`config.mk`:
```
export PLATFORM = sky130hd
export DESIGN_NAME = dac_buffer_control
export DESIGN_NICKNAME = d
export VERILOG_FILES = /design/src/rtl/dac_ctrl_pkg.sv /design/src/rtl/dac_buffer_control.sv /design/src/rtl/dac_sync3.sv /design/src/rtl/dac_fifo.sv
export SDC_FILE = /design/constraint.sdc
export NUM_CORES = 1
export LEC_CHECK = 0
export ABC_AREA = 1
export BUFFER_PORTS_ARGS = -buffer_cell sky130_fd_sc_hd__buf_4
export CAP_MARGIN = 20
export CORE_MARGIN = 3
export CORE_UTILIZATION = 25
export CTS_CLUSTER_DIAMETER = 40
export CTS_CLUSTER_SIZE = 16
export DETAILED_ROUTE_END_ITERATION = 10
export PLACE_DENSITY_LB_ADDON = 0.05
export SKIP_CTS_REPAIR_TIMING = 1
export SKIP_LAST_GASP = 1
export SYNTH_ARGS = -nofsm -noshare
export SYNTH_HDL_FRONTEND = slang
export SYNTH_SLANG_ARGS = --single-unit
```
`constraint.sdc`:
```
create_clock -name sys_clk_i -period 2.5 [get_ports sys_clk_i]
set_clock_uncertainty 0.2 [all_clocks]
set_input_delay 0.125 -clock sys_clk_i [delete_from_list [all_inputs] [get_ports sys_clk_i]]
set_output_delay 0.125 -clock sys_clk_i [all_outputs]
set_load 0.02 [all_outputs]
```
`src/rtl/dac_ctrl_pkg.sv`:
```
// Package: constants shared by the converter control block and its FIFO.
// Assumes a single peripheral clock domain.
package dac_ctrl_pkg;
  // ==========================================================================
  // Widths and reset values
  localparam int          DATA_W        = 10;
  localparam logic [9:0]  DATA_RST      = 10'h000;
  localparam logic [9:0]  FULL_SCALE    = 10'h3ff;
  // ==========================================================================
  // Reference selection codes
  localparam logic [1:0]  REF_INTERNAL  = 2'h0;
  localparam logic [1:0]  REF_ANALOG    = 2'h1;
  localparam logic [1:0]  REF_EXTERNAL  = 2'h2;
  localparam logic [1:0]  REF_RST       = 2'h0;
  // ==========================================================================
  // Interrupt flag positions
  localparam int          IRQ_EMPTY     = 0;
  localparam int          IRQ_UNDERRUN  = 1;
  localparam int          IRQ_SYNC_READY_FLAG   = 2;
  localparam int          IRQ_N         = 3;
  localparam logic [2:0]  IRQ_RST       = 3'h0;
  // ==========================================================================
  // FIFO
  localparam int          FIFO_DEPTH    = 8;
  // ==========================================================================
  // Load source encoding
  typedef enum logic [1:0] {SRC_NONE, SRC_CPU, SRC_DMA, SRC_BUF} load_src_e;
endpackage

```
`src/rtl/dac_buffer_control.sv`:
```
// Control for a 10-bit converter: output data, staging buffer, request and flags.
// Assumes start events are one-cycle pulses on sys_clk_i; sync-ready comes from
// another domain and is synchronised here.
`timescale 1ns/100ps
`default_nettype none
module dac_buffer_control #(
  parameter int DATA_W = dac_ctrl_pkg::DATA_W,
  parameter int DEPTH  = dac_ctrl_pkg::FIFO_DEPTH
) (
  // Clock and reset
  input  wire logic              sys_clk_i,
  input  wire logic              rstn_i,
  // Control
  input  wire logic              enable_i,
  input  wire logic              write_protect_i,
  input  wire logic              buffer_protect_bypass_i,
  input  wire logic [1:0]        reference_select_i,
  input  wire logic              reference_select_we_i,
  // Processor data write
  input  wire logic              cpu_data_we_i,
  input  wire logic [DATA_W-1:0] cpu_data_i,
  // Staging buffer write (processor or DMA)
  input  wire logic              buf_valid_i,
  output logic                   buf_ready_o,
  input  wire logic [DATA_W-1:0] buf_data_i,
  // DMA direct data write
  input  wire logic              dma_data_we_i,
  input  wire logic [DATA_W-1:0] dma_data_i,
  // Events
  input  wire logic              start_event_i,
  input  wire logic              sync_ready_async_i,
  // Interrupt registers
  input  wire logic [2:0]        irq_flag_clear_i,
  input  wire logic [2:0]        irq_enable_set_i,
  input  wire logic [2:0]        irq_enable_clear_i,
  output logic      [2:0]        irq_flag_reg_o,
  output logic      [2:0]        irq_enable_reg_o,
  output logic                   irq_o,
  // Converter side
  output logic      [DATA_W-1:0] data_o,
  output logic                   conv_start_o,
  output logic      [1:0]        reference_select_o,
  output logic                   full_scale_o,
  output logic                   dma_empty_req_o,
  output logic                   load_src_cpu_o,
  output logic                   load_src_dma_o,
  output logic                   load_src_buf_o
);
  // ==========================================================================
  // Staging buffer
  logic              fifo_out_valid;
  logic [DATA_W-1:0] fifo_out_data;
  logic              fifo_in_ready;
  wire               buf_write_allowed = !write_protect_i || buffer_protect_bypass_i;
  wire               buf_push_valid    = buf_valid_i && buf_write_allowed && enable_i;
  wire               buf_push          = buf_push_valid && fifo_in_ready;
  wire               start_take        = start_event_i && enable_i;
  wire               buf_pop           = start_take && fifo_out_valid;
  assign buf_ready_o = fifo_in_ready && buf_write_allowed && enable_i;

  dac_fifo #(
    .WIDTH (DATA_W),
    .DEPTH (DEPTH)
  ) u_fifo (
    .sys_clk_i   (sys_clk_i),
    .rstn_i      (rstn_i),
    .flush_i     (!enable_i),
    .in_valid_i  (buf_push_valid),
    .in_ready_o  (fifo_in_ready),
    .in_data_i   (buf_data_i),
    .out_valid_o (fifo_out_valid),
    .out_ready_i (start_take),
    .out_data_o  (fifo_out_data)
  );

  // ==========================================================================
  // Sync-ready synchroniser
  logic sync_level;
  logic sync_level_d_r;
  dac_sync3 u_sync (
    .sys_clk_i (sys_clk_i),
    .rstn_i    (rstn_i),
    .async_i   (sync_ready_async_i),
    .level_o   (sync_level)
  );
  wire sync_rise = sync_level && !sync_level_d_r;

  // ==========================================================================
  // Load source selection: buffer copy wins, then DMA, then CPU
  dac_ctrl_pkg::load_src_e src;
  assign src = buf_pop       ? dac_ctrl_pkg::SRC_BUF :
               dma_data_we_i ? dac_ctrl_pkg::SRC_DMA :
               cpu_data_we_i ? dac_ctrl_pkg::SRC_CPU :
                               dac_ctrl_pkg::SRC_NONE;
  wire [DATA_W-1:0] load_data = (src == dac_ctrl_pkg::SRC_BUF) ? fifo_out_data :
                                (src == dac_ctrl_pkg::SRC_DMA) ? dma_data_i :
                                                                 cpu_data_i;
  wire load = (src != dac_ctrl_pkg::SRC_NONE);

  // ==========================================================================
  // Data, conversion start and reference
  logic [DATA_W-1:0] data_r;
  logic              conv_r;
  logic [1:0]        ref_r;
  logic [1:0]        src_r;
  wire  [1:0]        ref_nxt = (reference_select_i == 2'h3) ? ref_r : reference_select_i;
  always_ff @(posedge sys_clk_i or negedge rstn_i) begin
    if (!rstn_i) begin
      data_r <= DATA_W'(dac_ctrl_pkg::DATA_RST);
      conv_r <= 1'b0;
      ref_r  <= dac_ctrl_pkg::REF_RST;
      src_r  <= 2'h0;
    end else begin
      if (load) data_r <= load_data;
      conv_r <= load;
      src_r  <= src;
      if (reference_select_we_i) ref_r <= ref_nxt;
    end
  end
  assign data_o             = data_r;
  assign conv_start_o       = conv_r;
  assign reference_select_o = ref_r;
  assign full_scale_o       = (data_r == DATA_W'(dac_ctrl_pkg::FULL_SCALE));
  assign load_src_cpu_o     = (src_r == 2'(dac_ctrl_pkg::SRC_CPU));
  assign load_src_dma_o     = (src_r == 2'(dac_ctrl_pkg::SRC_DMA));
  assign load_src_buf_o     = (src_r == 2'(dac_ctrl_pkg::SRC_BUF));

  // ==========================================================================
  // DMA empty request
  logic req_r;
  wire  req_set = (buf_pop || !fifo_out_valid) && !buf_push;
  wire  req_clr = buf_push || irq_flag_clear_i[dac_ctrl_pkg::IRQ_EMPTY];
  always_ff @(posedge sys_clk_i or negedge rstn_i) begin
    if (!rstn_i) begin
      req_r <= 1'b0;
    end else if (!enable_i) begin
      req_r <= 1'b0;
    end else if (req_set) begin
      req_r <= !(irq_flag_clear_i[dac_ctrl_pkg::IRQ_EMPTY] && !buf_pop);
    end else if (req_clr) begin
      req_r <= 1'b0;
    end
  end
  assign dma_empty_req_o = req_r;

  // ==========================================================================
  // Interrupt flags and enables
  logic [2:0] flag_r;
  logic [2:0] en_r;
  wire  [2:0] flag_set;
  assign flag_set[dac_ctrl_pkg::IRQ_EMPTY]    = enable_i && (buf_pop || !fifo_out_valid)
                                                && !buf_push;
  assign flag_set[dac_ctrl_pkg::IRQ_UNDERRUN] = start_take && !fifo_out_valid;
  assign flag_set[dac_ctrl_pkg::IRQ_SYNC_READY_FLAG]  = sync_rise;
  wire  [2:0] flag_nxt = flag_set | (flag_r & ~irq_flag_clear_i);
  wire  [2:0] en_nxt   = irq_enable_set_i | (en_r & ~irq_enable_clear_i);
  always_ff @(posedge sys_clk_i or negedge rstn_i) begin
    if (!rstn_i) begin
      flag_r         <= dac_ctrl_pkg::IRQ_RST;
      en_r           <= dac_ctrl_pkg::IRQ_RST;
      sync_level_d_r <= 1'b0;
    end else begin
      flag_r         <= flag_nxt;
      en_r           <= en_nxt;
      sync_level_d_r <= sync_level;
    end
  end
  assign irq_flag_reg_o   = flag_r;
  assign irq_enable_reg_o = en_r;
  assign irq_o            = |(flag_r & en_r);
endmodule // dac_buffer_control
`default_nettype wire

```
`src/rtl/dac_sync3.sv`:
```
// Three-stage synchroniser with agreement filter for asynchronous inputs.
// Assumes the input may change at any time relative to sys_clk_i.
`timescale 1ns/100ps
`default_nettype none
module dac_sync3 (
  // Clock and reset
  input  wire logic sys_clk_i,
  input  wire logic rstn_i,
  // Data
  input  wire logic async_i,
  output var  logic level_o
);
  logic s1_r;
  logic s2_r;
  logic s3_r;
  always_ff @(posedge sys_clk_i or negedge rstn_i) begin
    if (!rstn_i) begin
      s1_r    <= 1'b0;
      s2_r    <= 1'b0;
      s3_r    <= 1'b0;
      level_o <= 1'b0;
    end else begin
      s1_r <= async_i;
      s2_r <= s1_r;
      s3_r <= s2_r;
      if (s2_r == s3_r) begin
        level_o <= s3_r;
      end
    end
  end
endmodule // dac_sync3
`default_nettype wire

```
`src/rtl/dac_fifo.sv`:
```
// Synchronous FIFO with valid/ready on both sides.
// Assumes one clock; a beat moves when valid and ready are both high.
`timescale 1ns/100ps
`default_nettype none
module dac_fifo #(
  parameter int WIDTH = 10,
  parameter int DEPTH = 8
) (
  // Clock and reset
  input  wire logic             sys_clk_i,
  input  wire logic             rstn_i,
  input  wire logic             flush_i,
  // Fill side
  input  wire logic             in_valid_i,
  output logic                  in_ready_o,
  input  wire logic [WIDTH-1:0] in_data_i,
  // Drain side
  output logic                  out_valid_o,
  input  wire logic             out_ready_i,
  output logic      [WIDTH-1:0] out_data_o
);
  localparam int AW = $clog2(DEPTH);
  logic [WIDTH-1:0] mem_r [DEPTH];
  logic [AW-1:0]    wr_ptr_r;
  logic [AW-1:0]    rd_ptr_r;
  logic [AW:0]      count_r;
  wire              push = in_valid_i && in_ready_o;
  wire              pop  = out_valid_o && out_ready_i;
  assign in_ready_o  = (count_r != (AW+1)'(DEPTH));
  assign out_valid_o = (count_r != '0);
  assign out_data_o  = mem_r[rd_ptr_r];
  function automatic logic [AW-1:0] inc(input logic [AW-1:0] p);
    inc = (p == AW'(DEPTH-1)) ? '0 : p + 1'b1;
  endfunction
  always_ff @(posedge sys_clk_i) begin
    if (push) begin
      mem_r[wr_ptr_r] <= in_data_i;
    end
  end
  always_ff @(posedge sys_clk_i or negedge rstn_i) begin
    if (!rstn_i) begin
      wr_ptr_r <= '0;
      rd_ptr_r <= '0;
      count_r  <= '0;
    end else if (flush_i) begin
      wr_ptr_r <= '0;
      rd_ptr_r <= '0;
      count_r  <= '0;
    end else begin
      if (push) wr_ptr_r <= inc(wr_ptr_r);
      if (pop) rd_ptr_r <= inc(rd_ptr_r);
      count_r <= count_r + (AW+1)'(push) - (AW+1)'(pop);
    end
  end
endmodule // dac_fifo
`default_nettype wire

```
==> impl_metrics.json, run 1 <==
{
  "status": "complete, but fails checks",
  "violations": "hold timing",
  "final.period_utilization_pct": 95.45,
  "drt_wl_total_um": 14140,
  "synth.top_cells.by_count": "nand2_1, edfxtp_1, inv_1, nand3_1, dfrtp_1",
  "yosysTopAreaCellShare_pct": 44.80,
  "cts_tree": "yes",
  "routabilityCongestion": 0.7265,
  "synthCells": 538,
  "slew_viol_final": 0,
  "fin_nets": 736,
  "post_dp_cell_area_sq_um": 6254,
  "ant_nets": 0,
  "synthFlopType": "edfxtp_1",
  "cp.required_ns": 2.59,
  "core_area_sq_um": 20620,
  "num_antenna_cells": 0,
  "antenna_found_initial": 0,
  "crit_type": "reg2reg",
  "synth_area_sq_um": 5363,
  "setup_viol": 0,
  "grt_pass1_vias": 3952,
  "p_per_area_nw_per_um2": 909.2,
  "rsz0062_at_grt": "no",
  "overflow": 0,
  "drcViolationCount": 0,
  "dieArea_sq_um": 23240,
  "crit_arrival_ns": 2.48,
  "p_leak_nw": 3.289,
  "grt_pass1_wl_um": 22260,
  "cts-buffers-inserted": 17,
  "utilization_pct": 35.33,
  "clockBufferDepth": 2,
  "yosys_register_bits": 117,
  "maxCapViolCount": 0,
  "crit_path_start_kind": "register",
  "min_path_type": "in2reg",
  "clockRootBuffer": "clkbuf_16",
  "netlist-cell-type-count": 36,
  "setup_tns_ns": 0,
  "ys_seq_area_share_pct": 62.06,
  "syn_nets": 601,
  "die_h_um": 152.5,
  "core.rowCount": 52,
  "avgSynthCellArea_sq_um": 9.968,
  "slew_headroom_pct": 66.04,
  "fillers": 2067,
  "dpl.hpwl_um": 9043,
  "initial_core_util_pct": 26.00,
  "synth_edf_count": 80,
  "crit_fanout": 4,
  "grt_max_degree": 42,
  "wire_per_inst_um": 14.79,
  "vias": 3929,
  "synth_most_common_cell": "nand2_1",
  "ys_warn_count": 0,
  "clk_latency_ns": 0.41,
  "ios": 78,
  "hold_slack_ns": -0.03580,
  "viasPerCell": 4.110,
  "hold_viol_final": 3,
  "path_clk_slew_ns": 0.05,
  "fmax_mhz": 419.1,
  "end_kind": "register",
  "synthTopCellsByArea": "edfxtp_1, dfrtp_1, nand2_1",
  "grt_usage_pct": 12.51,
  "drive_gt1_share_pct": 20.85,
  "h-tree-depth": 4,
  "min_period_ns": 2.386,
  "drtIter0Drc": 220,
  "max_slew.worst_pin.slew_ns": 0.5093,
  "yosysTopAreaCell": "edfxtp_1",
  "cts.sink_count": 117,
  "die_w_um": 152.5,
  "async_flop_share_pct": 31.62,
  "fin_area_sq_um": 7286,
  "port_buffers": 77,
  "ir_drop_uv": 465.0,
  "areaGrowthSynthToFinish_pct": 35.86,
  "drt_pass1_iterations": 4
}
cells by family after synthesis:
family	after synthesis	synth area share (%)
AOI/OAI and AO/OA	31	3.803
and+or+nand+nor	280	22.84
adders and majority gates	12	2.893
DFF	117	62.06
buffers and inverters	98	8.400
report_power, final:
part | switching (mW) | leakage (nW) | internal (mW) | total [mW]
registers | 0.102 | 1.17 | 2.25 | 2.35
logic | 1.20 | 1.84 | 0.714 | 1.92
clock network | 0.817 | 0.274 | 1.54 | 2.36
path summary, 6_finish.rpt:
path	depth (start not counted)	slack, ns	from	to
max reg2reg	11	0.11	u_fifo.count_r[2]	u_fifo.count_r[2]
min reg2reg	0	0.15	u_sync.s1_r	u_sync.s2_r
max	11	0.11	u_fifo.count_r[2]	u_fifo.count_r[2]
min	5	-0.04	dma_data_i[5]	data_o[5]
max in group asynchronous	2	1.72	rstn_i	data_o[4]
min in group asynchronous	2	0.03	rstn_i	dma_empty_req_o
placed cells by master (no fill, tap or decap), drive strengths merged:
| master | count |
|---|---|
| nand2 | 181 |
| nor3b | 1 |
| nor2 | 30 |
| fa | 1 |
| a21o | 1 |
| maj3 | 1 |
| or2 | 1 |
| clkinvlp | 2 |
| nand4 | 2 |
| o21bai | 3 |
| inv | 75 |
| ha | 10 |
| o22ai | 2 |
| edfxtp | 80 |
| a22oi | 1 |
| o221ai | 1 |
| clkbuf | 19 |
| buf | 92 |
| nor3 | 1 |
| dlygate4sd3 | 46 |
| dfrtp | 37 |
| bufinv | 3 |
| clkinv | 9 |
| a21oi | 14 |
| nand3 | 64 |
| o21ai | 9 |
area by class of cell:
type	count	area (sq um)	share of cell area (%)
inverter	76	300.3	4.122
tap	270	337.8	4.637
clock inverter	13	138.9	1.906
timing repair buffer	138	1164	15.97
clock buffer	19	432.9	5.942
sequential	117	3328	45.68
multi-input combinational	323	1584	21.74
sequential cells by signal, summed over array words and instances (netlist names), 2 cells and up:
register / flops
u_fifo.rd_ptr_r: 3
src_r: 2
irq_enable_reg_o: 3
u_fifo.count_r: 4
irq_flag_reg_o: 3
u_fifo.mem_r: 80
u_fifo.wr_ptr_r: 3
data_o: 10
reference_select_o: 2
routing by layer:
| layer | vias up | global-route usage [%] | part of all wire [%] |
|---|---|---|---|
| met5 | - | 0 | 0 |
| met4 | 0 | 3.437 | 0.59 |
| met3 | 4 | 3.976 | 4.5 |
| met2 | 95 | 19.98 | 46 |
| met1 | 1830 | 16.48 | 49 |
| li1 | 2000 | - | - |
metrics by stage:
| stage | setup slack, ns | power (mW) | cells |
|---|---|---|---|
| floorplan | 0.03027 | 3.633 | 538 |
| global placement | 0.1296 | 4.250 | 878 |
| detailed placement | 0.09336 | 4.263 | 878 |
| CTS | 0.08822 | 6.666 | 910 |
| global route | 0.007731 | 7.089 | 956 |
| finish | 0.1137 | 6.624 | 956 |
worst max-delay path, cell delays in order, from the launching register on:
cell	delay [ns]
dfrtp_1	0.35
inv_1	0.10
ha_1	0.20
nand3_4	0.13
nand2_8	0.10
clkinv_8	0.04
ha_1	0.26
inv_1	0.04
ha_1	0.22
fa_1	0.42
o21ai_0	0.16
a21oi_1	0.06
Power figures use the tool's default switching activity.
==> run 2: changes to the inputs <==
--- a/config.mk
+++ b/config.mk
@@ -13,7 +13,7 @@
 export CTS_CLUSTER_DIAMETER = 40
 export CTS_CLUSTER_SIZE = 16
 export DETAILED_ROUTE_END_ITERATION = 10
-export PLACE_DENSITY_LB_ADDON = 0.05
+export PLACE_DENSITY = 0.48
 export SKIP_CTS_REPAIR_TIMING = 1
 export SKIP_LAST_GASP = 1
 export SYNTH_ARGS = -nofsm -noshare
==> run 2 against run 1 <==
- the flow still finishes with violations (hold timing)
- count of clock-buffer cells in the layout down 1
- total power down 0.89%
- global-route usage down 1.4 points
- register-to-register slack improved by 0.04 ns
==> impl_metrics.json, run 2 (synthesized netlist as in run 1, its figures left out) <==
{
  "dp_slack_ns": 0.06082,
  "cts.sink_count": 117,
  "cts_tree": "yes",
  "ant_nets": 0,
  "status": "complete, but fails checks",
  "stdcell_count": 955,
  "clkPwrFrac_pct": 35.0,
  "critPathBufInv": 3,
  "core_area_sq_um": 20620,
  "setup_tns_ns": 0,
  "setup_viol": 0,
  "hold_slack_ns": -0.03104,
  "vias": 3940,
  "drt_wl_total_um": 12540,
  "crit_path_start_kind": "register",
  "core.rowCount": 52,
  "path_cells": "inv_1 > ha_2 > nand3_4 > nand2_8 > clkinv_8 > ha_1 > inv_1 > ha_1 > fa_1 > o21ai_1 > a21oi_1",
  "cp.required_ns": 2.60,
  "viasPerCell": 4.126,
  "crit_type": "reg2reg",
  "grt_max_degree": 43,
  "switching_share_pct": 32.49,
  "pwr-share-seq_pct": 36.0,
  "dpl.hpwl_um": 8631,
  "holdPathStages": 7,
  "cpMaxStageDelayCell": "fa_1",
  "drtIter0Drc": 243,
  "drcViolationCount": 0,
  "layout_common_cells": "nand2_1, buf_4, edfxtp_1",
  "clockRootBuffer": "clkbuf_16",
  "routabilityCongestion": 0.7601,
  "multiInputGateArea_sq_um": 1587,
  "violations": "hold timing",
  "fillers": 2048,
  "overflow": 0,
  "regMostFlops": "u_fifo.mem_r",
  "critPathMaxStageDelay_ns": 0.42,
  "crit_family": "adder cells",
  "min_period_ns": 2.345,
  "grt_usage_pct": 11.08,
  "fmax_mhz": 426.5,
  "ir_drop_uv": 401.7,
  "max_slew.worst_pin.slew_ns": 0.4839,
  "largest_register_ffs": 80,
  "port_buffers": 77,
  "p_int_mw": 4.433,
  "grt_pass1_vias": 3848,
  "drt_pass1_iterations": 4,
  "crit_arrival_ns": 2.44,
  "end_kind": "register",
  "seq_area_sq_um": 3328,
  "rsz0062_at_grt": "no",
  "wire_per_inst_um": 13.13,
  "clk_latency_ns": 0.41,
  "slew_headroom_pct": 67.74,
  "dieArea_sq_um": 23240,
  "min_path_type": "in2reg",
  "path_clk_slew_ns": 0.06,
  "dp_cells": 880,
  "p_sw_mw": 2.133,
  "drive_gt1_share_pct": 21.75,
  "h-tree-depth": 4,
  "antenna_found_initial": 0,
  "grt_pass1_wl_um": 20340,
  "die_h_um": 152.5,
  "final.period_utilization_pct": 93.79,
  "final_common_cell": "nand2_1",
  "initial_core_util_pct": 26.00,
  "slew_viol_final": 0,
  "rr_worst_depth": 11,
  "p_leak_nw": 3.276,
  "cts-buffers-inserted": 17,
  "hold_viol_final": 5,
  "crit_fanout": 4,
  "cp.depth": 11,
  "ios": 78,
  "comb_power_share_pct": 29.0,
  "areaGrowthSynthToFinish_pct": 35.67,
  "maxCapViolCount": 0,
  "die_w_um": 152.5,
  "clockBufferDepth": 2,
  "fin_nets": 736,
  "worst_slack_ns": 0.1553,
  "num_antenna_cells": 0,
  "p_per_area_nw_per_um2": 902.4
}
-- run 2: per-stage QoR --
step           power, mW  area [sq um]  util (%)
2_1_floorplan      3.633          5363         -
3_3_place_gp       4.210          6269     30.39
3_5_place_dp       4.240          6269     30.39
4_1_cts            6.579          6833     33.13
5_1_grt            7.023          7276     35.28
6_report           6.565          7276     35.28
-- run 2: cell type report --
| class | count | share of cell area (%) |
|---|---|---|
| repair buffers | 138 | 15.92 |
| multi-input cells | 323 | 21.81 |
| well taps | 270 | 4.643 |
| clock inverters | 13 | 1.857 |
| flip-flops and latches | 117 | 45.74 |
| clock buffers | 18 | 5.899 |
| inverters | 76 | 4.127 |
-- run 2: final timing paths --
check | slack, ns | startpoint | endpoint
worst max-delay path | 0.16 | u_fifo.count_r[3] | u_fifo.count_r[2]
worst min-delay path | -0.03 | cpu_data_i[9] | data_o[9]
worst max register to register | 0.16 | u_fifo.count_r[3] | u_fifo.count_r[2]
worst min register to register | 0.15 | u_sync.s1_r | u_sync.s2_r
max in group asynchronous | 1.74 | rstn_i | u_fifo.wr_ptr_r[0]
min in group asynchronous | 0.02 | rstn_i | reference_select_o[0]
-- run 2: layer usage --
| layer | vias to the layer above | track usage [%] | share of wire (%) |
|---|---|---|---|
| li1 | 2005 | - | - |
| met1 | 1813 | 15.05 | 49 |
| met2 | 106 | 16.13 | 43 |
| met3 | 16 | 4.345 | 6.7 |
| met4 | 0 | 3.946 | 1.4 |
| met5 | - | 0 | 0 |
-- run 2: worst reg2reg max path: stages, from the launching register on --
cell and delay [ns]:
dfrtp_1 0.38, inv_1 0.06, ha_2 0.19, nand3_4 0.12, nand2_8 0.10, clkinv_8 0.04, ha_1 0.27, inv_1 0.04
ha_1 0.22, fa_1 0.42, o21ai_1 0.13, a21oi_1 0.05
-- run 2: power groups by stage --
stage	sequential [mW]	clock [mW]	combinational, mW
2_1_floorplan	2.47	0	1.16
3_3_place_gp	2.39	0	1.81
3_5_place_dp	2.40	0	1.84
4_1_cts	2.37	2.37	1.85
5_1_grt	2.39	2.47	2.17
6_report	2.37	2.30	1.90
==> run 3: changes to the inputs <==
--- a/config.mk
+++ b/config.mk
@@ -14,6 +14,7 @@
 export CTS_CLUSTER_SIZE = 16
 export DETAILED_ROUTE_END_ITERATION = 10
 export PLACE_DENSITY = 0.48
+export RECOVER_POWER = 100
 export SKIP_CTS_REPAIR_TIMING = 1
 export SKIP_LAST_GASP = 1
 export SYNTH_ARGS = -nofsm -noshare
==> run 3 against run 2 <==
- the flow still finishes with violations (hold timing)
- sequential share of layout area is 1.1 points higher
- die area did not move
- final cell count unchanged
- combinational power is 5% lower
- register-to-register slack hardly changed
- non-clock buffer count unchanged
- clock power about the same
- via count is essentially flat
- count of clock-buffer cells in the layout unchanged
- worst setup slack improved by 0.0014 ns
- total power decreased by 1.4%
- critical endpoint unchanged
- largest power group unchanged
==> impl_metrics.json, run 3 (synthesized netlist as in run 1, its figures left out) <==
{
  "status": "complete, but fails checks",
  "violations": "hold timing",
  "slew_headroom_pct": 36.86,
  "ir_drop_uv": 402.8,
  "overflow": 0,
  "core_area_sq_um": 20620,
  "critPathMaxStageDelay_ns": 0.42,
  "initial_core_util_pct": 26.00,
  "grt_usage_pct": 11.08,
  "grt_max_degree": 43,
  "final_common_cell": "nand2_1",
  "port_buffers": 77,
  "crit_path_start_kind": "register",
  "startpoint": "u_fifo.count_r[3]",
  "slew_viol_final": 0,
  "dp_cells": 880,
  "wire_per_inst_um": 13.17,
  "core.rowCount": 52,
  "drcViolationCount": 0,
  "stdcell_count": 955,
  "fin_nets": 736,
  "drtIter0Drc": 248,
  "cpMaxStageDelayCell": "fa_1",
  "vias": 3937,
  "setup_viol": 0,
  "worstHoldStart": "cpu_data_i[9]",
  "clockRootBuffer": "clkbuf_16",
  "rsz0062_at_grt": "no",
  "h-tree-depth": 4,
  "fin_area_sq_um": 7102,
  "grt_pass1_wl_um": 20340,
  "setup_tns_ns": 0,
  "clockBufferDepth": 2,
  "regMostFlops": "u_fifo.mem_r",
  "max_slew.worst_pin.slew_ns": 0.9472,
  "die_w_um": 152.5,
  "drt_pass1_iterations": 6,
  "fmax_mhz": 426.8,
  "cp.required_ns": 2.60,
  "viasPerCell": 4.123,
  "layout_common_cells": "nand2_1, edfxtp_1, inv_1",
  "min_period_ns": 2.343,
  "crit_arrival_ns": 2.44,
  "final.period_utilization_pct": 93.73,
  "p_per_area_nw_per_um2": 911.4,
  "post_dp_cell_area_sq_um": 6269,
  "largest_register_ffs": 80,
  "num_antenna_cells": 0,
  "grt_pass1_vias": 3848,
  "ios": 78,
  "worst_slack_ns": 0.1567,
  "path_cells": "inv_1 > ha_2 > nand3_4 > nand2_8 > clkinv_8 > ha_1 > inv_1 > ha_1 > fa_1 > o21ai_1 > a21oi_1",
  "clk_latency_ns": 0.41,
  "rr_worst_depth": 11,
  "ant_nets": 0,
  "maxCapViolCount": 0,
  "dpl.hpwl_um": 8631,
  "path_clk_slew_ns": 0.06,
  "hold_viol_final": 6,
  "drive_gt1_share_pct": 15.91,
  "cts_tree": "yes",
  "dp_slack_ns": 0.06082,
  "cts-buffers-inserted": 17,
  "areaGrowthSynthToFinish_pct": 32.43,
  "cts.sink_count": 117,
  "hold_slack_ns": -0.03054,
  "dieArea_sq_um": 23240,
  "routabilityCongestion": 0.7601,
  "min_path_type": "in2reg",
  "crit_fanout": 4,
  "end_kind": "register",
  "p_leak_nw": 3.130,
  "drt_wl_total_um": 12580,
  "die_h_um": 152.5,
  "r2r-start": "u_fifo.count_r[3]",
  "crit_type": "reg2reg",
  "holdPathStages": 7,
  "antenna_found_initial": 0
}
[run 3: cell count changes in the layout (fill, tap and decap cells not counted), sizes merged]
cell,before,now
clkbuf,18,65
buf,94,47
[run 3: through the flow]
step	power [mW]	util (%)
after floorplan	3.633	-
after global placement	4.210	30.39
after detailed placement	4.240	30.39
after CTS	6.579	33.13
after global routing	6.923	34.43
final	6.472	34.43
[run 3: final cells by class]
cell class	count	area [sq um]
Fill cell	2104	13520
Clock buffer	18	429.2
Inverter	76	300.3
Timing Repair Buffer	138	999.7
Sequential cell	117	3328
Clock inverter	13	135.1
Tap cell	270	337.8
Multi-Input combinational cell	323	1572
[run 3: critical path, delay by kind of cell, from the launching register on]
family | cells | cell delay, ns
buf+inv | 3 | 0.14
compound gates | 2 | 0.18
simple gates | 2 | 0.22
flops | 1 | 0.38
fa+ha+maj | 4 | 1.10
[run 3: power by group]
part / internal, mW / leakage [nW] / switching, mW / total, mW
Sequential: 2.25 / 1.17 / 0.117 / 2.37
Combinational: 0.637 / 1.70 / 1.17 / 1.81
Clock: 1.45 / 0.257 / 0.849 / 2.30
Total: 4.34 / 3.13 / 2.14 / 6.47
[run 3: final timing paths]
kind	slack, ns	end
worst min register to register	0.15	u_sync.s2_r
worst max-delay path	0.16	u_fifo.count_r[2]
min in group asynchronous	0.19	reference_select_o[1]
max in group asynchronous	1.32	u_fifo.wr_ptr_r[0]
worst max register to register	0.16	u_fifo.count_r[2]
worst min-delay path	-0.03	data_o[9]
[run 3: metal layers]
layer	global-route usage [%]	part of all wire, %	up-vias
li1	-	-	2004
met1	15.05	50	1804
met2	16.13	43	113
met3	4.345	6.1	16
met4	3.946	1.4	0
met5	0	0	-
